--- src/core/eeprom_loader_regs.vh ---
// Image layout, register offsets and fixed values for the EEPROM image loader
`ifndef EEPROM_LOADER_REGS_VH
`define EEPROM_LOADER_REGS_VH
// ==========================================
// Image byte positions
`define IMG_SIG_ADDR 6'h00
`define IMG_SIG_VALUE 8'ha5
`define IMG_STA_ADDR 6'h01
`define IMG_FS_POLL 6'h07
`define IMG_HS_POLL 6'h08
`define IMG_CFG_FLAGS 6'h09
`define IMG_LANG_LO 6'h0a
`define IMG_LANG_HI 6'h0b
`define IMG_DESC_BASE 6'h0c
`define IMG_WAKE_LO 6'h1e
`define IMG_WAKE_HI 6'h1f
`define IMG_PME_FLAGS 6'h20
`define IMG_LAST 6'h20
// ==========================================
// Descriptor selects
`define DESC_HS_DEV 4'h5
`define DESC_HS_CFG 4'h6
`define DESC_FS_DEV 4'h7
`define DESC_FS_CFG 4'h8
`define DESC_COUNT 4'h9
`define DESC_TYPE_DEV 8'h01
`define DESC_SIZE_DEV 8'h12
`define DESC_TYPE_CFG 8'h02
// ==========================================
// Configuration flag bits
`define CFG_SELF_PWR_BIT 0
`define CFG_RMT_WAKE_BIT 2
// ==========================================
// Register byte offsets
`define REG_CTRL 4'h0
`define REG_STA_LO 4'h4
`define REG_STA_HI 4'h8
`define REG_MISC 4'hc
`define CTRL_RELOAD_BIT 0
`define AXI_OKAY 2'b00
`define AXI_SLVERR 2'b10
`endif

--- src/core/eeprom_config_image_loader.v ---
// Configuration image loader: reads the EEPROM image after reset, AXI4-Lite view
// Function
// - Descriptor offsets count 16-bit words
// - Zero descriptor length means built-in default
// - Zero-length field uses hardware default
// - No string descriptors, no language ID
// - Full-speed poll interval from byte 07h
// - Hi-speed poll 08h, config flags 09h
// - Language ID low 0Ah, high 0Bh
// - String length/offset pairs 0Ch to 15h
// - Hi-speed device 16h/17h, config offset 19h
// - Full-speed device 1Ah/1Bh, config 1Ch/1Dh
// - Byte 1Eh bits enable pin wakeup 7:0
// - Byte 1Fh pins 10:8, PME flags 20h
// - Device descriptor type 0x1, size 0x12
// - Configuration descriptor type forced 0x2
// - Bytes past 20h are never interpreted
// - Load after reset, refuse USB until done
// - Station address feeds address registers
// - Flag bit2 remote wakeup, bit0 self-powered
`timescale 1ns/100ps
`include "eeprom_loader_regs.vh"

module eeprom_config_image_loader #(
    parameter EE_AW = 9
) (
    input wire core_clk, // 250 MHz core clock
    input wire rstn, // Async reset, active low
    output reg ee_rd_req, // Byte read request, held until ack
    output reg [EE_AW-1:0] ee_rd_addr, // Byte address to read
    input wire ee_rd_ack, // One-cycle read done
    input wire [7:0] ee_rd_data, // Byte read, valid with ack
    input wire remote_wakeup_strap, // Strap pin, asynchronous
    output wire usb_ready, // USB may be served
    output wire [47:0] station_address, // Default Ethernet address
    output wire [7:0] fs_poll_interval, // Full-speed interrupt interval
    output wire [7:0] hs_poll_interval, // Hi-speed interrupt interval
    output wire [15:0] lang_id, // Language identifier
    output wire lang_id_supported, // Some string descriptor present
    output wire remote_wakeup_en, // Remote wakeup support
    output wire self_powered, // Self powered when high
    output wire [10:0] gpio_wake_en, // Pin wakeup enables
    output wire [7:0] gpio_pme_flags, // PME flag byte
    input wire fetch_req, // Descriptor byte request
    output wire fetch_ready, // Request taken when both high
    input wire [3:0] fetch_sel, // Descriptor select
    input wire [7:0] fetch_idx, // Byte index inside descriptor
    output reg fetch_valid, // One-cycle answer pulse
    output reg [7:0] fetch_data, // Answer byte
    output reg fetch_absent, // Use built-in default instead
    input wire s_axi_awvalid, // AXI write address valid
    output wire s_axi_awready, // AXI write address ready
    input wire [3:0] s_axi_awaddr, // AXI write address
    input wire s_axi_wvalid, // AXI write data valid
    output wire s_axi_wready, // AXI write data ready
    input wire [31:0] s_axi_wdata, // AXI write data
    input wire [3:0] s_axi_wstrb, // AXI byte enables
    output reg s_axi_bvalid, // AXI write response valid
    input wire s_axi_bready, // AXI write response ready
    output reg [1:0] s_axi_bresp, // AXI write response
    input wire s_axi_arvalid, // AXI read address valid
    output wire s_axi_arready, // AXI read address ready
    input wire [3:0] s_axi_araddr, // AXI read address
    output reg s_axi_rvalid, // AXI read data valid
    input wire s_axi_rready, // AXI read data ready
    output reg [31:0] s_axi_rdata, // AXI read data
    output reg [1:0] s_axi_rresp // AXI read response
);

    // ==========================================
    // States
    localparam [4:0] ST_LOAD = 5'b00001;
    localparam [4:0] ST_WAIT = 5'b00010;
    localparam [4:0] ST_IDLE = 5'b00100;
    localparam [4:0] ST_FETCH = 5'b01000;
    localparam [4:0] ST_START = 5'b10000;

    reg [4:0] state_q;
    reg [5:0] byte_q;
    reg [7:0] img_q [0:32];
    reg image_ok_q;
    reg load_done_q;
    reg reload_q;
    reg [3:0] sel_q;
    reg [7:0] idx_q;
    reg [2:0] strap_sync_q;
    reg strap_q;
    reg aw_q;
    reg w_q;
    reg [3:0] awaddr_q;
    reg [31:0] wdata_q;
    reg [3:0] wstrb_q;
    integer i;

    // ==========================================
    // Strap: three stages, change accepted when last two agree
    always @(posedge core_clk or negedge rstn) begin
        if (!rstn) begin
            strap_sync_q <= 3'h0;
            strap_q <= 1'b0;
        end else begin
            strap_sync_q <= {strap_sync_q[1:0], remote_wakeup_strap};
            if (strap_sync_q[1] == strap_sync_q[2])
                strap_q <= strap_sync_q[2];
        end
    end

    // ==========================================
    // Field view of the loaded image; invalid image leaves zero defaults, remote wakeup from the strap
    assign station_address = {img_q[6], img_q[5], img_q[4],
                              img_q[3], img_q[2], img_q[1]};
    assign fs_poll_interval = img_q[`IMG_FS_POLL];
    assign hs_poll_interval = img_q[`IMG_HS_POLL];
    assign lang_id = {img_q[`IMG_LANG_HI], img_q[`IMG_LANG_LO]};
    assign gpio_wake_en = {img_q[`IMG_WAKE_HI][2:0], img_q[`IMG_WAKE_LO]};
    assign gpio_pme_flags = img_q[`IMG_PME_FLAGS];
    assign self_powered = img_q[`IMG_CFG_FLAGS][`CFG_SELF_PWR_BIT];
    // Flags override the strap only when an image was found
    assign remote_wakeup_en = image_ok_q ? img_q[`IMG_CFG_FLAGS][`CFG_RMT_WAKE_BIT]
                                         : strap_q;
    // Language ID only when a string descriptor exists
    assign lang_id_supported = image_ok_q &&
        ((img_q[12] | img_q[14] | img_q[16] | img_q[18] | img_q[20]) != 8'h00);
    assign usb_ready = load_done_q;
    // A pending reload wins over a fetch, so ready must not promise one then
    assign fetch_ready = (state_q == ST_IDLE) && !reload_q;

    // ==========================================
    // Length and byte address of the selected descriptor
    wire [5:0] len_pos = `IMG_DESC_BASE + {1'b0, sel_q, 1'b0};
    wire [7:0] sel_len = image_ok_q ? img_q[len_pos] : 8'h00;
    wire [7:0] sel_off = img_q[len_pos + 6'h01];
    // Offset counts words, so the byte base is twice it
    wire [EE_AW-1:0] sel_base = {sel_off, 1'b0};
    wire sel_dev = (sel_q == `DESC_HS_DEV) || (sel_q == `DESC_FS_DEV);
    wire sel_cfg = (sel_q == `DESC_HS_CFG) || (sel_q == `DESC_FS_CFG);

    // ==========================================
    // Load sequence and descriptor fetch share the one EEPROM port
    always @(posedge core_clk or negedge rstn) begin
        if (!rstn) begin
            state_q <= ST_START;
            byte_q <= 6'h00;
            image_ok_q <= 1'b0;
            load_done_q <= 1'b0;
            ee_rd_req <= 1'b0;
            ee_rd_addr <= {EE_AW{1'b0}};
            sel_q <= 4'h0;
            idx_q <= 8'h00;
            fetch_valid <= 1'b0;
            fetch_data <= 8'h00;
            fetch_absent <= 1'b0;
            for (i = 0; i <= 32; i = i + 1)
                img_q[i] <= 8'h00;
        end else begin
            fetch_valid <= 1'b0;
            case (state_q)
                ST_START: begin
                    // Defaults stand until a good signature is seen
                    for (i = 0; i <= 32; i = i + 1)
                        img_q[i] <= 8'h00;
                    image_ok_q <= 1'b0;
                    load_done_q <= 1'b0;
                    byte_q <= `IMG_SIG_ADDR;
                    state_q <= ST_LOAD;
                end
                ST_LOAD: begin
                    ee_rd_req <= 1'b1;
                    ee_rd_addr <= {{(EE_AW-6){1'b0}}, byte_q};
                    state_q <= ST_WAIT;
                end
                ST_WAIT: begin
                    if (ee_rd_ack) begin
                        ee_rd_req <= 1'b0;
                        if (byte_q == `IMG_SIG_ADDR) begin
                            if (ee_rd_data == `IMG_SIG_VALUE) begin
                                image_ok_q <= 1'b1;
                                byte_q <= `IMG_STA_ADDR;
                                state_q <= ST_LOAD;
                            end else begin
                                load_done_q <= 1'b1;
                                state_q <= ST_IDLE;
                            end
                        end else begin
                            img_q[byte_q] <= ee_rd_data;
                            // Bytes past the flag byte are user storage
                            if (byte_q == `IMG_LAST) begin
                                load_done_q <= 1'b1;
                                state_q <= ST_IDLE;
                            end else begin
                                byte_q <= byte_q + 6'h01;
                                state_q <= ST_LOAD;
                            end
                        end
                    end
                end
                ST_IDLE: begin
                    if (reload_q) begin
                        state_q <= ST_START;
                    end else if (fetch_req) begin
                        sel_q <= fetch_sel;
                        idx_q <= fetch_idx;
                        state_q <= ST_FETCH;
                    end
                end
                ST_FETCH: begin
                    // Absent, out-of-range or past-the-end bytes go to defaults
                    if (sel_q >= `DESC_COUNT || sel_len == 8'h00 || idx_q >= sel_len) begin
                        fetch_valid <= 1'b1;
                        fetch_absent <= 1'b1;
                        fetch_data <= 8'h00;
                        state_q <= ST_IDLE;
                    end else if (sel_dev && idx_q == 8'h00) begin
                        fetch_valid <= 1'b1;
                        fetch_absent <= 1'b0;
                        fetch_data <= `DESC_SIZE_DEV;
                        state_q <= ST_IDLE;
                    end else if ((sel_dev || sel_cfg) && idx_q == 8'h01) begin
                        fetch_valid <= 1'b1;
                        fetch_absent <= 1'b0;
                        fetch_data <= sel_dev ? `DESC_TYPE_DEV : `DESC_TYPE_CFG;
                        state_q <= ST_IDLE;
                    end else if (!ee_rd_req) begin
                        ee_rd_req <= 1'b1;
                        ee_rd_addr <= sel_base + {{(EE_AW-8){1'b0}}, idx_q};
                    end else if (ee_rd_ack) begin
                        ee_rd_req <= 1'b0;
                        fetch_valid <= 1'b1;
                        fetch_absent <= 1'b0;
                        fetch_data <= ee_rd_data;
                        state_q <= ST_IDLE;
                    end
                end
                default: state_q <= ST_START;
            endcase
        end
    end

    // ==========================================
    // AXI4-Lite write: address and data taken in either order
    assign s_axi_awready = !aw_q && !s_axi_bvalid;
    assign s_axi_wready = !w_q && !s_axi_bvalid;
    always @(posedge core_clk or negedge rstn) begin
        if (!rstn) begin
            aw_q <= 1'b0;
            w_q <= 1'b0;
            awaddr_q <= 4'h0;
            wdata_q <= 32'h0;
            wstrb_q <= 4'h0;
            s_axi_bvalid <= 1'b0;
            s_axi_bresp <= `AXI_OKAY;
            reload_q <= 1'b0;
        end else begin
            // Reload request held until the loader restarts
            if (state_q == ST_START)
                reload_q <= 1'b0;
            if (s_axi_awvalid && s_axi_awready) begin
                aw_q <= 1'b1;
                awaddr_q <= s_axi_awaddr;
            end
            if (s_axi_wvalid && s_axi_wready) begin
                w_q <= 1'b1;
                wdata_q <= s_axi_wdata;
                wstrb_q <= s_axi_wstrb;
            end
            if (aw_q && w_q) begin
                aw_q <= 1'b0;
                w_q <= 1'b0;
                s_axi_bvalid <= 1'b1;
                if (awaddr_q == `REG_CTRL) begin
                    s_axi_bresp <= `AXI_OKAY;
                    if (wstrb_q[0] && wdata_q[`CTRL_RELOAD_BIT])
                        reload_q <= 1'b1;
                end else if (awaddr_q == `REG_STA_LO || awaddr_q == `REG_STA_HI ||
                             awaddr_q == `REG_MISC) begin
                    s_axi_bresp <= `AXI_OKAY; // Read-only: write ignored
                end else begin
                    s_axi_bresp <= `AXI_SLVERR;
                end
            end else if (s_axi_bvalid && s_axi_bready) begin
                s_axi_bvalid <= 1'b0;
            end
        end
    end

    // ==========================================
    // AXI4-Lite read: one outstanding, answer the cycle after the address
    assign s_axi_arready = !s_axi_rvalid;
    always @(posedge core_clk or negedge rstn) begin
        if (!rstn) begin
            s_axi_rvalid <= 1'b0;
            s_axi_rdata <= 32'h0;
            s_axi_rresp <= `AXI_OKAY;
        end else if (s_axi_arvalid && s_axi_arready) begin
            s_axi_rvalid <= 1'b1;
            s_axi_rresp <= `AXI_OKAY;
            case (s_axi_araddr)
                `REG_CTRL: s_axi_rdata <= {25'h0, gpio_pme_flags[0] & 1'b0,
                    self_powered, remote_wakeup_en, lang_id_supported,
                    image_ok_q, load_done_q, reload_q};
                `REG_STA_LO: s_axi_rdata <= station_address[31:0];
                `REG_STA_HI: s_axi_rdata <= {16'h0, station_address[47:32]};
                `REG_MISC: s_axi_rdata <= {gpio_pme_flags, img_q[`IMG_CFG_FLAGS],
                    hs_poll_interval, fs_poll_interval};
                default: begin
                    s_axi_rdata <= 32'h0;
                    s_axi_rresp <= `AXI_SLVERR;
                end
            endcase
        end else if (s_axi_rvalid && s_axi_rready) begin
            s_axi_rvalid <= 1'b0;
        end
    end

endmodule

--- config.mk ---
export PLATFORM = sky130hd
export DESIGN_NAME = eeprom_config_image_loader
export DESIGN_NICKNAME = d
export VERILOG_FILES = /design/src/core/eeprom_config_image_loader.v
export VERILOG_INCLUDE_DIRS = /design/src /design/src/core
export SDC_FILE = /design/constraint.sdc
export NUM_CORES = 1
export LEC_CHECK = 0
export BUFFER_PORTS_ARGS = -buffer_cell sky130_fd_sc_hd__buf_2
export CORE_AREA = 2 2 182 184
export CTS_CLUSTER_DIAMETER = 80
export DETAILED_ROUTE_END_ITERATION = 7
export DIE_AREA = 0 0 184 186
export GPL_ROUTABILITY_DRIVEN = 0
export GPL_TIMING_DRIVEN = 0
export PLACE_DENSITY = 0.76
export SETUP_SLACK_MARGIN = 0.1
export SKIP_LAST_GASP = 1
export SYNTH_ARGS = -nofsm -noshare
export SYNTH_HDL_FRONTEND = slang
export SYNTH_SLANG_ARGS = --single-unit
export TNS_END_PERCENT = 1
--- constraint.sdc ---
create_clock -name core_clk -period 12.2 [get_ports core_clk]
set_input_delay 1.22 -clock core_clk [delete_from_list [all_inputs] [get_ports core_clk]]
set_output_delay 1.22 -clock core_clk [all_outputs]
set_load 0.005 [all_outputs]
==> summary.md <==
| Metric | Value |
|---|---|
| Fmax | `180 MHz` |
| Initial Utilization | `54.3%` |
| DR top layer | `met4` |
| Post-cts resize count | `0` |
| Nets | `2,085` |
| Synth cell types | `71` |
| HPWL Detailed | `41,600 um` |
| Status | `finished clean` |
| Max-cap viol count | `0` |
| Yosys warns | `0` |
| Synth Instances | `1,749` |
| Rows | `66` |
| Post-synthesis sequential area ratio | `51.2%` |
| Final cell count without fillers | `2,426` |
| Met1 wire length | `21,800 um` |
| DR pass1 iterations | `8` |
| Final setup fails | `0` |
| Worst Setup Start Kind | `register` |
| R2R depth | `19` |
| Comb pwr share | `27.0%` |
| CP arrival | `5.98 ns` |
| Crit. End Element | `register` |
| Met3 WL post-DR | `6040 um` |
| CP Max Fanout | `10` |
| CTS tree | `yes` |
| Most frequent cells in the layout | `nand2_1, dfrtp_1, o21ai_0` |
| Via density | `6.35` |
| Worst hold stages | `0` |
| # fillers | `2,619` |
| Clk sinks | `358` |
| Area Overhead vs Synth | `16.2%` |
| Global-route wire length before repair | `87,900 um` |
| Die W | `184 um` |
| Setup TNS | `0 ns` |
| # DRC | `0` |
| Main synth FF type | `dfrtp_1` |
| Pins Over Slew Limit | `0` |
| Total Routing Usage GR | `34.4%` |
| TritonCTS Buffers | `37` |
| Clk network pwr share | `34.4%` |
| Post-synthesis register bit count | `358` |
| Die Area | `34,200 um^2` |
| Tcrit/Tclk final | `45.6%` |
| Multi-input gate area | `7290 um^2` |
| Critical Path RT | `12.61 ns` |
| Ant diodes | `0` |
| Grt total ovfl | `0` |
| Share of power burned in registers | `38.6%` |
| Ys async rst share | `100%` |
| RSZ-0062 raised after global routing | `no` |
| FF+latch area | `8960 um^2` |
| Hold Vio Cnt, Final | `0` |
| I/O pins | `239` |
| Measured slew at the worst slew-check pin | `1.30 ns` |
| Initial antenna violation count | `1` |
| IR drop worst, VDD | `0.116 mV` |
| Worst-case clock skew | `0.0178 ns` |
| Placed insts | `2,361` |
| Syn_area_per_cell | `10.0 um^2` |
| Postcts setup bufs | `0` |
| Aggregate routed wire length | `58,300 um` |
| Number of synthesized flops with an enable pin | `0` |
| Sw Ratio | `35.7%` |
| CTS max path bufs | `3` |
| CTS root buffer | `clkbuf_16` |
| Worst-Skew Late Latency | `0.53 ns` |
| H-tree depth | `2` |
| Synthesized cell area | `17,500 um^2` |
| Worst Hold Class | `reg2reg` |
| Hold Buf Count CTS | `0` |
| Avg WL per Cell | `24.0 um` |
| Most common library cell in the layout ignoring fill and taps | `nand2_1` |
| ANT nets after route | `0` |
| Clk pin slew, worst setup/hold paths | `0.06 ns` |
| Pwr/cell area | `164 nW/um^2` |
| Share of cells above drive strength 1 | `23.9%` |
| Port Buffers | `200` |
| Vias in the first global route | `15.0k` |
| Core area | `32,200 um^2` |
| Tmin final | `5.56 ns` |
| Starting DRT DRC Count | `2,043` |
| Met2 WL post-DR | `26,400 um` |
| Die Height | `186 um` |
| CP Class | `reg2reg` |
| Lkg Pwr | `0.00949 uW` |
| Internal power | `2150 uW` |
| Psw | `1190 uW` |
| Vias | `15.4k` |
| Worst rel slew slack | `12.9%` |
| Largest net degree at the start of global routing | `112` |
[synth_stat cells (13+ instances only)]
library cell	number	share of area (%)
a21oi_1	21	0.60
a22oi_1	30	1.3
buf_4	104	4.5
clkbuf_1	57	1.2
dfrtp_1	357	51
ha_1	18	1.3
inv_1	32	0.69
mux2_2	42	2.7
mux2i_1	23	1.3
mux4_2	51	6.6
nand2_1	444	9.5
nor2_1	21	0.45
nor3_1	20	0.57
nor4_1	13	0.47
o21ai_0	319	9.1
[routing by layer]
metal,track usage [%],vias to the layer above
li1,-,6545
met1,45.1,7628
met2,52.9,977
met3,7.71,263
met4,20.6,0
met5,0,-
[cell type report]
cell class / count / area share [%]
Buffer: 180 / 5.53
Clock inverter: 6 / 0.431
Sequential cell: 358 / 44.1
Inverter: 33 / 0.609
Tap cell: 408 / 2.51
Clock buffer: 59 / 5.60
Timing Repair Buffer: 203 / 5.38
Multi-Input combinational cell: 1179 / 35.9
[power groups by stage]
stage | clock network [uW] | logic (uW) | registers, uW
detailed placement | 0 | 863 | 1310
finish | 1150 | 904 | 1290
global route | 1210 | 958 | 1290
floorplan | 0 | 559 | 1290
global placement | 0 | 838 | 1310
CTS | 1150 | 869 | 1290
[logic make-up (layout without fill, tap and decap cells)]
group,after synthesis,after routing,synth area share (%)
multiplexers,118,118,10.7
XOR/XNOR,6,6,0.300
flip-flops,358,358,51.2
AND/OR/NAND/NOR,566,566,13.6
adder cells (fa/ha/maj),20,20,1.46
AO/OA/AOI/OAI,467,467,15.6
buffers and inverters,213,481,7.13
other,1,2,0.0214
[path summary, 6_finish.rpt]
check	slack (ns)	endpoint	from
min	0.36	strap_sync_q[1]$_DFF_PN0_	strap_sync_q[0]$_DFF_PN0_
min in group asynchronous	0.64	fetch_data[3]$_DFFE_PN0P_	rstn
max reg2reg	6.64	ee_rd_addr[7]$_DFFE_PN0P_	sel_q[1]$_DFFE_PN0P_
min reg2reg	0.36	strap_sync_q[1]$_DFF_PN0_	strap_sync_q[0]$_DFF_PN0_
max	6.64	ee_rd_addr[7]$_DFFE_PN0P_	sel_q[1]$_DFFE_PN0P_
max in group asynchronous	10.24	s_axi_rdata[28]$_DFFE_PN0P_	rstn
[worst max-delay path, cell delays in order (launching register included)]
cell and delay, ns:
dfrtp_1 0.34, buf_4 0.18, buf_6 0.18, clkbuf_1 0.60, buf_1 0.55, buf_1 0.82, mux4_2 0.37, and2_1 0.13
a211oi_1 0.06, a311oi_1 0.52, ha_1 0.30, inv_1 0.06, fa_1 0.39, nor2b_1 0.12, o21ai_0 0.09, nand2b_1 0.12
a21o_1 0.13, a21oi_1 0.07, xor2_1 0.15, o32ai_1 0.24
[flip-flops by register name, summed over array words and instances, names as in the netlist, 8 cells and up]
name / cells
img_q: 164
station_address: 48
s_axi_rdata: 32
lang_id: 16
gpio_wake_en: 11
ee_rd_addr: 9
fetch_data: 8
fs_poll_interval: 8
gpio_pme_flags: 8
hs_poll_interval: 8
idx_q: 8
[per-stage QoR]
step | power, uW | hold WS, ns | util (%) | setup slack [ns] | area (um^2)
after CTS | 3300 | 0.364 | 63.1 | 6.93 | 20300
after global placement | 2140 | 0.341 | 59.0 | 3.19 | 19000
after floorplan | 1850 | 0.331 | - | 8.18 | 17500
after detailed placement | 2170 | 0.342 | 59.3 | 6.99 | 19100
final | 3340 | 0.364 | 63.1 | 6.64 | 20300
after global routing | 3460 | 0.377 | 63.1 | 6.64 | 20300
Power figures use the tool's default switching activity.
